<file path="config.mk">
export PLATFORM = sky130hd
export DESIGN_NAME = fmsp_serial_port
export DESIGN_NICKNAME = d
export VERILOG_FILES = /design/src/rtl/fmsp_pkg.sv /design/src/rtl/fmsp_serial_port.sv
export SDC_FILE = /design/constraint.sdc
export NUM_CORES = 1
export LEC_CHECK = 0
export BUFFER_PORTS_ARGS = -buffer_cell sky130_fd_sc_hd__buf_2
export CORE_MARGIN = 2
export CORE_UTILIZATION = 56
export DETAILED_ROUTE_END_ITERATION = 7
export PLACE_DENSITY_LB_ADDON = 0.2
export SYNTH_ARGS = -nofsm -noshare
export SYNTH_HDL_FRONTEND = slang
export SYNTH_SLANG_ARGS = --single-unit
</file>
<file path="constraint.sdc">
create_clock -name sys_clk_i -period 2.3 [get_ports sys_clk_i]
set_input_delay 0.23 -clock sys_clk_i [delete_from_list [all_inputs] [get_ports sys_clk_i]]
set_output_delay 0.23 -clock sys_clk_i [all_outputs]
set_load 0.005 [all_outputs]
</file>
<file path="src/rtl/fmsp_pkg.sv">
// Constants and state encodings shared by the four-mode serial port.
// Assumes a 32-bit Avalon-MM register bus with one register per aligned word.
package fmsp_pkg;

   // Register byte addresses on the bus.
   localparam logic [7:0] CTRL_OFS = 8'h98;
   localparam logic [7:0] BUF_OFS  = 8'h9C;
   localparam logic [7:0] PWR_OFS  = 8'hA0;

   // Values after reset.
   localparam logic [7:0] CTRL_RST = 8'h00;
   localparam logic [7:0] PWR_RST  = 8'h00;

   // Field positions in the power control register.
   localparam int PWR_RATE_BIT = 7;
   localparam int PWR_VIEW_BIT = 6;

   // Shift-register mode timing: one bit per six clocks, clock low for the first three.
   localparam logic [3:0] M0_LAST = 4'h5;
   localparam logic [3:0] M0_HALF = 4'h3;
   localparam logic [3:0] M0_BITS = 4'h8;

   // Asynchronous modes: sixteen ticks per bit, sampled in the middle tick.
   localparam logic [3:0] OVS_LAST = 4'hF;
   localparam logic [3:0] OVS_MID  = 4'h7;

   // Index of the stop bit within a frame, start bit being index zero.
   localparam logic [3:0] STOP_IDX_8 = 4'h9;
   localparam logic [3:0] STOP_IDX_9 = 4'hA;

   // Serial port modes as held in the two mode-select bits.
   localparam logic [1:0] MODE_SHIFT = 2'h0;
   localparam logic [1:0] MODE_8BIT  = 2'h1;
   localparam logic [1:0] MODE_9FIX  = 2'h2;
   localparam logic [1:0] MODE_9VAR  = 2'h3;

   typedef enum logic [1:0] {TX_IDLE, TX_SHIFT, TX_ASYNC} fmsp_tx_st_t;
   typedef enum logic [1:0] {RX_IDLE, RX_SHIFT, RX_ASYNC} fmsp_rx_st_t;

endpackage

</file>
<file path="src/rtl/fmsp_serial_port.sv">
// Four-mode serial port: shift-register mode and three asynchronous modes.
// Assumes synchronous pin inputs, one clock, and an Avalon-MM master.
//
// Our own choice: the Avalon-MM register port.
`timescale 1ns/1ps
`default_nettype none

module fmsp_serial_port #(
   parameter int ADDR_W = 8
) (
   // Clock and reset.
   input  wire logic              sys_clk_i,
   input  wire logic              resetn_i,
   // Avalon-MM register slave.
   input  wire logic [ADDR_W-1:0] avs_address_i,
   input  wire logic              avs_read_i,
   input  wire logic              avs_write_i,
   input  wire logic [31:0]       avs_writedata_i,
   input  wire logic [3:0]        avs_byteenable_i,
   output logic      [31:0]       avs_readdata_o,
   output logic                   avs_waitrequest_o,
   // Bit-rate source for the variable-rate modes.
   input  wire logic              timer1_ovf_i,
   // Serial pins; the receive pin turns around in shift-register mode.
   input  wire logic              rxd_i,
   output logic                   rxd_o,
   output logic                   rxd_oe_n_o,
   output logic                   txd_o
);

   if (ADDR_W < 8) begin : g_addr_chk
      $error("fmsp_serial_port: ADDR_W must be at least 8");
   end

   // Whole state of the port in one record.
   typedef struct packed {
      logic                 mode_select_high;
      logic                 mode_select_low;
      logic                 multiprocessor_enable;
      logic                 receive_enable;
      logic                 transmit_ninth_bit;
      logic                 received_ninth_bit;
      logic                 transmit_done_flag;
      logic                 receive_done_flag;
      logic                 framing_error_flag;
      logic                 bit7_view_select;
      logic                 rate_double_select;
      logic [7:0]           rx_buf;
      logic                 div;
      fmsp_pkg::fmsp_tx_st_t tx_st;
      logic [10:0]          tx_sh;
      logic [3:0]           tx_cnt;
      logic [3:0]           tx_ph;
      fmsp_pkg::fmsp_rx_st_t rx_st;
      logic [8:0]           rx_sh;
      logic [3:0]           rx_cnt;
      logic [3:0]           rx_ph;
      logic                 rx_prev;
      logic                 ack;
      logic [31:0]          rdata;
      logic                 txd;
      logic                 rxd_out;
      logic                 rxd_oe_n;
   } fmsp_state_t;

   fmsp_state_t s_q;
   fmsp_state_t s_d;

   logic [1:0] mode;
   logic       req;
   logic       wr_go;
   logic       tx_start;
   logic       tick16;
   logic [3:0] stop_idx;
   logic       stop_bit;
   logic       nine_bit;
   logic [7:0] rx_data;
   logic [7:0] ctrl_view;
   logic [7:0] addr8;

   // Bus decode. A request waits exactly one cycle, so read data are registered.
   assign addr8     = avs_address_i[7:0];
   assign mode      = {s_q.mode_select_high, s_q.mode_select_low};
   assign req       = avs_read_i | avs_write_i;
   assign wr_go     = avs_write_i & s_q.ack & avs_byteenable_i[0];
   assign tx_start  = wr_go & (addr8 == fmsp_pkg::BUF_OFS);
   assign avs_waitrequest_o = req & ~s_q.ack;
   assign avs_readdata_o    = s_q.rdata;

   // Bit 7 of the control register is a shared view.
   assign ctrl_view = {s_q.bit7_view_select ? s_q.framing_error_flag
                                            : s_q.mode_select_high,
                       s_q.mode_select_low, s_q.multiprocessor_enable,
                       s_q.receive_enable, s_q.transmit_ninth_bit,
                       s_q.received_ninth_bit, s_q.transmit_done_flag,
                       s_q.receive_done_flag};

   // Sixteen-times tick: every clock or every other one in mode 2, and every
   // or every other timer overflow in modes 1 and 3.
   assign tick16 = (mode == fmsp_pkg::MODE_9FIX)
                 ? (s_q.rate_double_select | s_q.div)
                 : (timer1_ovf_i & (s_q.rate_double_select | s_q.div));

   // The frame of mode 1 is one bit shorter than the nine-bit frames.
   assign stop_idx = (mode == fmsp_pkg::MODE_8BIT) ? fmsp_pkg::STOP_IDX_8
                                                   : fmsp_pkg::STOP_IDX_9;

   // Received fields; in mode 1 the stop bit stands in for the ninth bit.
   assign stop_bit = rxd_i;
   assign nine_bit = (mode == fmsp_pkg::MODE_8BIT) ? stop_bit : s_q.rx_sh[8];
   assign rx_data  = (mode == fmsp_pkg::MODE_8BIT) ? s_q.rx_sh[8:1] : s_q.rx_sh[7:0];

   // Next-state logic. Software writes come first so that hardware sets win.
   always_comb begin
      s_d     = s_q;
      s_d.ack = req & ~s_q.ack;
      s_d.rx_prev = rxd_i;

      // Rate divider used for the halved bit rates.
      if (mode == fmsp_pkg::MODE_9FIX) begin
         s_d.div = ~s_q.div;
      end else if (timer1_ovf_i) begin
         s_d.div = ~s_q.div;
      end

      // Read data are captured in the waiting cycle; unmapped reads give zero.
      if (req & ~s_q.ack) begin
         s_d.rdata = 32'h0000_0000;
         if (avs_read_i) begin
            unique case (addr8)
               fmsp_pkg::CTRL_OFS: s_d.rdata[7:0] = ctrl_view;
               fmsp_pkg::BUF_OFS:  s_d.rdata[7:0] = s_q.rx_buf;
               fmsp_pkg::PWR_OFS: begin
                  s_d.rdata[fmsp_pkg::PWR_RATE_BIT] = s_q.rate_double_select;
                  s_d.rdata[fmsp_pkg::PWR_VIEW_BIT] = s_q.bit7_view_select;
               end
               default: s_d.rdata = 32'h0000_0000;
            endcase
         end
      end

      // Software writes to control and power registers.
      if (wr_go && addr8 == fmsp_pkg::CTRL_OFS) begin
         if (s_q.bit7_view_select) begin
            s_d.framing_error_flag = avs_writedata_i[7];
         end else begin
            s_d.mode_select_high = avs_writedata_i[7];
         end
         s_d.mode_select_low       = avs_writedata_i[6];
         s_d.multiprocessor_enable = avs_writedata_i[5];
         s_d.receive_enable        = avs_writedata_i[4];
         s_d.transmit_ninth_bit    = avs_writedata_i[3];
         s_d.received_ninth_bit    = avs_writedata_i[2];
         s_d.transmit_done_flag    = avs_writedata_i[1];
         s_d.receive_done_flag     = avs_writedata_i[0];
      end
      if (wr_go && addr8 == fmsp_pkg::PWR_OFS) begin
         s_d.rate_double_select = avs_writedata_i[fmsp_pkg::PWR_RATE_BIT];
         s_d.bit7_view_select   = avs_writedata_i[fmsp_pkg::PWR_VIEW_BIT];
      end

      // Transmit engine, independent of the receiver.
      unique case (s_q.tx_st)
         fmsp_pkg::TX_IDLE: begin
         end
         fmsp_pkg::TX_SHIFT: begin
            s_d.tx_ph = s_q.tx_ph + 4'h1;
            if (s_q.tx_ph == fmsp_pkg::M0_LAST) begin
               s_d.tx_ph  = 4'h0;
               s_d.tx_sh  = {1'b1, s_q.tx_sh[10:1]};
               s_d.tx_cnt = s_q.tx_cnt + 4'h1;
               if (s_q.tx_cnt == fmsp_pkg::M0_BITS - 4'h1) begin
                  s_d.transmit_done_flag = 1'b1;
                  s_d.tx_st = fmsp_pkg::TX_IDLE;
               end
            end
         end
         fmsp_pkg::TX_ASYNC: begin
            if (tick16) begin
               s_d.tx_ph = s_q.tx_ph + 4'h1;
               if (s_q.tx_ph == fmsp_pkg::OVS_LAST) begin
                  if (s_q.tx_cnt == stop_idx) begin
                     s_d.tx_st = fmsp_pkg::TX_IDLE;
                  end else begin
                     s_d.tx_sh  = {1'b1, s_q.tx_sh[10:1]};
                     s_d.tx_cnt = s_q.tx_cnt + 4'h1;
                     if (s_q.tx_cnt + 4'h1 == stop_idx) begin
                        s_d.transmit_done_flag = 1'b1;
                     end
                  end
               end
            end
         end
         default: s_d.tx_st = fmsp_pkg::TX_IDLE;
      endcase

      // A buffer write restarts the transmitter, even mid-frame.
      if (tx_start) begin
         s_d.tx_ph  = 4'h0;
         s_d.tx_cnt = 4'h0;
         if (mode == fmsp_pkg::MODE_SHIFT) begin
            s_d.tx_st = fmsp_pkg::TX_SHIFT;
            s_d.tx_sh = {3'h7, avs_writedata_i[7:0]};
         end else begin
            s_d.tx_st = fmsp_pkg::TX_ASYNC;
            // Start bit low, data LSB first, ninth bit, stop bit high.
            s_d.tx_sh = {1'b1,
                         (mode == fmsp_pkg::MODE_8BIT) ? 1'b1 : s_q.transmit_ninth_bit,
                         avs_writedata_i[7:0], 1'b0};
         end
      end

      // Receive engine.
      unique case (s_q.rx_st)
         fmsp_pkg::RX_IDLE: begin
            s_d.rx_ph  = 4'h0;
            s_d.rx_cnt = 4'h0;
            if (mode == fmsp_pkg::MODE_SHIFT) begin
               // The shift clock is shared, so a running transmit blocks reception.
               if (s_q.receive_enable && !s_q.receive_done_flag &&
                   s_q.tx_st == fmsp_pkg::TX_IDLE && !tx_start) begin
                  s_d.rx_st = fmsp_pkg::RX_SHIFT;
               end
            end else if (s_q.receive_enable && s_q.rx_prev && !rxd_i) begin
               s_d.rx_st = fmsp_pkg::RX_ASYNC;
            end
         end
         fmsp_pkg::RX_SHIFT: begin
            s_d.rx_ph = s_q.rx_ph + 4'h1;
            if (s_q.rx_ph == fmsp_pkg::M0_HALF) begin
               s_d.rx_sh  = {rxd_i, s_q.rx_sh[8:1]};
               s_d.rx_cnt = s_q.rx_cnt + 4'h1;
            end
            if (s_q.rx_ph == fmsp_pkg::M0_LAST) begin
               s_d.rx_ph = 4'h0;
               if (s_q.rx_cnt == fmsp_pkg::M0_BITS) begin
                  s_d.rx_buf = s_q.rx_sh[8:1];
                  s_d.receive_done_flag = 1'b1;
                  s_d.rx_st = fmsp_pkg::RX_IDLE;
               end
            end
            if (tx_start) begin
               s_d.rx_st = fmsp_pkg::RX_IDLE;
            end
         end
         fmsp_pkg::RX_ASYNC: begin
            if (tick16) begin
               s_d.rx_ph = s_q.rx_ph + 4'h1;
               if (s_q.rx_ph == fmsp_pkg::OVS_MID) begin
                  if (s_q.rx_cnt == 4'h0) begin
                     // A start bit that is gone by mid-bit was a glitch.
                     if (rxd_i) begin
                        s_d.rx_st = fmsp_pkg::RX_IDLE;
                     end
                     s_d.rx_cnt = 4'h1;
                  end else if (s_q.rx_cnt == stop_idx) begin
                     if (!stop_bit) begin
                        s_d.framing_error_flag = 1'b1;
                     end
                     // A newer character overwrites an unread one.
                     if (!s_q.multiprocessor_enable || nine_bit) begin
                        s_d.rx_buf             = rx_data;
                        s_d.received_ninth_bit = nine_bit;
                        s_d.receive_done_flag  = 1'b1;
                     end
                     s_d.rx_st = fmsp_pkg::RX_IDLE;
                  end else begin
                     s_d.rx_sh  = {rxd_i, s_q.rx_sh[8:1]};
                     s_d.rx_cnt = s_q.rx_cnt + 4'h1;
                  end
               end
            end
         end
         default: s_d.rx_st = fmsp_pkg::RX_IDLE;
      endcase

      // Pin drive, registered. Mode 0 clock is low for three clocks, high for three.
      s_d.rxd_out  = s_d.tx_sh[0];
      s_d.rxd_oe_n = (s_d.tx_st != fmsp_pkg::TX_SHIFT);
      if (s_d.tx_st == fmsp_pkg::TX_SHIFT) begin
         s_d.txd = (s_d.tx_ph >= fmsp_pkg::M0_HALF);
      end else if (s_d.rx_st == fmsp_pkg::RX_SHIFT) begin
         s_d.txd = (s_d.rx_ph >= fmsp_pkg::M0_HALF);
      end else if (s_d.tx_st == fmsp_pkg::TX_ASYNC) begin
         s_d.txd = s_d.tx_sh[0];
      end else begin
         s_d.txd = 1'b1;
      end
   end

   // State register; the line idles high and the receive pin is released.
   always_ff @(posedge sys_clk_i or negedge resetn_i) begin
      if (!resetn_i) begin
         s_q                       <= '0;
         {s_q.mode_select_high, s_q.mode_select_low, s_q.multiprocessor_enable,
          s_q.receive_enable, s_q.transmit_ninth_bit, s_q.received_ninth_bit,
          s_q.transmit_done_flag, s_q.receive_done_flag} <= fmsp_pkg::CTRL_RST;
         s_q.rate_double_select    <= fmsp_pkg::PWR_RST[fmsp_pkg::PWR_RATE_BIT];
         s_q.bit7_view_select      <= fmsp_pkg::PWR_RST[fmsp_pkg::PWR_VIEW_BIT];
         s_q.tx_st                 <= fmsp_pkg::TX_IDLE;
         s_q.rx_st                 <= fmsp_pkg::RX_IDLE;
         s_q.tx_sh                 <= 11'h7FF;
         s_q.rx_prev               <= 1'b1;
         s_q.txd                   <= 1'b1;
         s_q.rxd_out               <= 1'b1;
         s_q.rxd_oe_n              <= 1'b1;
      end else begin
         s_q <= s_d;
      end
   end

   // Pin outputs straight from flip-flops.
   assign txd_o      = s_q.txd;
   assign rxd_o      = s_q.rxd_out;
   assign rxd_oe_n_o = s_q.rxd_oe_n;

endmodule

`default_nettype wire

</file>
* After elaboration in Yosys (flattened, before gate mapping)
Cells that the tools add are included.
Storage, ports and cells: register bits 96, input port bits 50, output and inout bits 36, word-level logic and storage cells 181
Cells by class: add/sub/neg operators 4, $lt $le $gt $ge 2, eq/ne operators 37, muxes and demuxes 76, bitwise operators 10, reduce and logical (&&, ||, !) cells 25
Operators by type and width (count):
- 8-bit 2-to-1 mux | 9
- 21-bit 2-to-1 mux | 3
- 13-bit 2-to-1 mux | 3
- 19-bit one-hot mux with 2 select lines | 1
- 2-bit 2-to-1 mux | 16
- 15-bit 2-to-1 mux | 2
- 1-bit 2-to-1 mux | 27
- 8-bit == test (second input constant) | 3
- 8-bit one-hot mux with 3 select lines | 1
- 19-bit 2-to-1 mux | 1
- 2-bit != test (second input constant) | 9
- 2-bit one-hot mux with 3 select lines | 3
- 9-bit one-hot mux with 2 select lines | 1
- 17-bit 2-to-1 mux | 1
- 4-bit by 1-bit adder with 4-bit output (second input constant) | 4
- 4-bit by 3-bit == test with 1-bit output (second input constant) | 4
- 8-bit one-hot mux with 2 select lines | 1
- 3-bit != test (second input constant) | 5
- 4-bit == test | 3
- 4-bit 2-to-1 mux | 3
- 6-bit one-hot mux with 2 select lines | 1
- 2-bit by 1-bit == test with 1-bit output (second input constant) | 5
- 5-bit AND reduction | 2
- 9-bit 2-to-1 mux | 1
- other kinds (19) | 45

* Logic depth before layout (Yosys ltp)
word-level depth 12, mapped depth 9, gate-level depth less buffers 9

* Least setup slack after synthesis
OpenSTA, ideal clock, no wires.
path type register -> register, start point reg s_q[38] (netlist name), end point reg s_q (netlist bit txd_o), setup time 81 ps, arrival time 1853 ps, required time 2219 ps, setup slack 366 ps, stages on the path, launching flop included 10, path buffers 0, period minus slack after synthesis 1934 ps, cell sequence dfrtp_1 inv_1 ha_1 nand3b_1 or3b_1 nand2_1 o21ai_0 o21ba_2 and4_1 a211oi_2
RTL lines:
- from (decl) | line fmsp_serial_port.sv:66 | fmsp_state_t s_q;

==> results.py <==
metrics = {
    "yosys": {
        "synth_top_area_frac": 0.323,
        "synthCells": 464,
        "synth_compound_area_frac": 0.177,
        "synth_area_per_cell_um2": 9.67,
        "synth_top_family_by_area": "compound AO/OA/AOI/OAI gates",
        "synth_area_mm2": 0.00449,
        "synth_common_cells": "dfrtp_1 (58), nand2_1 (51), a21oi_1 (47)",
        "synthSimpleGateAreaFrac": 0.169,
        "synth_area_leaders": "dfrtp_1 (32%), dfstp_2 (8.2%), mux2_2 (8.0%), buf_4 (5.9%), a21oi_1 (5.2%)",
        "yosys_warnings": 0,
        "muxShareOfSynthArea": 0.119,
        "synth_edf_count": 0,
        "ys_types": 75,
        "ys_seq_area_frac": 0.405,
        "synthAdderAreaFrac": 0.0418,
        "synthXorXnorAreaFrac": 0.00390,
        "synth_ff_type": "dfrtp_1",
        "synth-async-reset-ratio": 1.00,
        "synth.most_common_cell": "dfrtp_1",
        "yosys_register_bits": 72,
        "synth_top_area_cell": "dfrtp_1",
    },
    "timing": {
        "period_share": 0.948,
        "finalMaxSlewViolations": 0,
        "rsz0062_at_grt": "true",
        "worstMarginPinSlew_ns": 0.573,
        "slew_headroom": 0.618,
        "min_period_ns": 2.18,
        "fmax_mhz": 458,
        "tns_ns": 0,
        "hold_viol_final": 0,
        "setup_viol": 0,
        "fin_skew_ns": 0.0118,
    },
    "worst_setup_path": {
        "cp_slowest_cell": "or3b_1",
        "cp_data_required_time_ns": 2.57,
        "cp.arrival_ns": 2.45,
        "end_kind": "flop",
        "rrSetupSlack_ns": 0.12,
        "crit-reg2reg-launch": "s_q[38]",
        "critPathBufInv": 1,
        "crit_chain": "inv_1 > ha_1 > nand3b_1 > or3b_1 > nand2_1 > o21ai_0 > o21ba_2 > and4_1 > a211oi_2",
        "critPathMaxStageDelay_ns": 0.42,
        "startpoint": "s_q[38]",
        "worstPathMaxFanout": 4,
        "critPathKind": "reg -> reg",
        "cp-start-kind": "flop",
        "path_delay_family": "simple AND/OR/NAND/NOR gates",
    },
    "finish": {
        "multi_input_area_mm2": 0.00240,
        "nNetsFinal": 574,
        "regArea_mm2": 0.00182,
        "nFillCells": 677,
        "insertedDiodeCount": 0,
        "area_growth_pct": 10.1,
        "drive_above_1_share": 0.292,
    },
    "drt": {
        "via_count": 3430,
        "antenna_left": 0,
        "dr.first_iter.drc_count": 115,
        "drtPass1Iterations": 4,
        "routedWlPerCell_um": 15.5,
        "viasPerCell": 5.57,
        "drc": 0,
        "wirelength_um": 9570,
    },
    "floorplanning": {
        "core_area_mm2": 0.00773,
        "ioPinCount": 86,
        "placementRows": 32,
        "fp.dieH_um": 93.5,
        "initial_core_util": 0.581,
        "die_x_um": 93.5,
        "die_area_mm2": 0.00874,
    },
    "global_route": {
        "grt-ovfl-total": 0,
        "grt.total_usage": 0.234,
        "grt_start_max_net_pins": 28,
        "grt_pass1_vias": 3398,
        "antenna_found_initial": 0,
        "grt_pass1_wl_um": 16100,
    },
    "place": {
        "place_congestion": 0.880,
        "dp_hpwl_um": 7240,
        "port_buffers": 34,
    },
    "cts": {
        "cts_tree": "done",
        "clockBufferDepth": 2,
        "worstSkewPairLatency_ns": 0.35,
        "path_clk_slew_ns": 0.08,
        "cts_root_buf": "clkbuf_8",
        "htreeDepth": 3,
        "numCtsBuffers": 9,
        "clock-sinks": 72,
    },
    "power": {
        "cellPowerDensity_mw_per_mm2": 785,
        "power_leakage_nw": 2.29,
        "peakVddDrop_mv": 0.506,
        "p_total_mw": 3.88,
    },
    "run_status": {
        "status": "finished, final reports clean",
    },
    "flow_run": {
        "maxCapViolCount": 0,
    },
    "hold_path": {
        "min-delay-start": "rxd_i",
        "hold_path.class": "in -> reg",
    },
}
[flip-flops by register name (all words and copies together), names as in the netlist]
signal	cells
s_q	54
avs_readdata_o	8
ctrl_view	7
mode	1
rxd_oe_n_o	1
txd_o	1
[path summary, 6_finish.rpt]
kind	to	cells after the start
worst max-delay path	txd_o	9
worst min-delay path	s_q[36]	1
worst max register to register	txd_o	9
worst min register to register	avs_readdata_o[5]	2
max in group asynchronous	s_q[73]	3
min in group asynchronous	s_q[62]	2
[report_power, final]
group | internal [mW] | switching [mW] | total, mW | leakage (nW)
sequential | 1.59 | 0.242 | 1.83 | 0.936
clock | 0.400 | 0.528 | 0.928 | 0.0862
combinational | 0.524 | 0.595 | 1.12 | 1.27
[per-layer routing]
metal	track usage	wire, um
met1	0.292	4290
met2	0.409	4880
met3	0.0443	278
met4	0.0735	112
met5	0	0
[layout make-up]
| cell class | instances | area share |
|---|---|---|
| inverters | 17 | 0.0129 |
| repair buffers | 57 | 0.0699 |
| clock inverters | 7 | 0.0111 |
| flip-flops and latches | 72 | 0.368 |
| clock buffers | 9 | 0.0251 |
| well taps | 102 | 0.0258 |
| multi-input cells | 352 | 0.487 |
[kinds of logic (layout without fill, tap and decap cells)]
group | Yosys count | in the layout
buffers and inverters | 63 | 90
AOI/OAI and AO/OA | 119 | 119
adders and majority gates | 15 | 15
xor gates and xnor gates | 2 | 2
other | 1 | 24
and+or+nand+nor | 143 | 143
DFF | 72 | 72
muxes | 49 | 49
[placed cells by master, fill, tap and decap left out, types with 9 or more instances in the layout]
cell / n
inv_1: 17
a21oi_1: 47
buf_4: 22
o21ai_0: 22
ha_1: 15
buf_2: 34
dfrtp_1: 57
nor2_1: 29
nand2_1: 51
mux2_2: 32
conb_1: 24
mux2i_1: 16
dfstp_2: 14
clkbuf_8: 9
[stage by stage]
| step | utilization | hold slack (ns) | area, um2 | setup WS, ns | std cells |
|---|---|---|---|---|---|
| floorplan | - | -0.0656 | 4570 | 0.366 | 487 |
| global placement | 0.610 | 0.255 | 4710 | 0.132 | 597 |
| detailed placement | 0.610 | 0.257 | 4710 | 0.0806 | 597 |
| CTS | 0.635 | 0.0297 | 4900 | 0.0187 | 614 |
| global route | 0.639 | 0.0336 | 4940 | -0.00529 | 616 |
| finish | 0.639 | 0.0400 | 4940 | 0.119 | 616 |
[timing repair]
item                                    CTS  global route
gates resized for setup                   0             8
endpoints found under the hold margin    21             0
hold buffers                              1             0
endpoints found under the setup margin    0            10
setup buffers                             0             2
(Power assumes the default switching activity.)
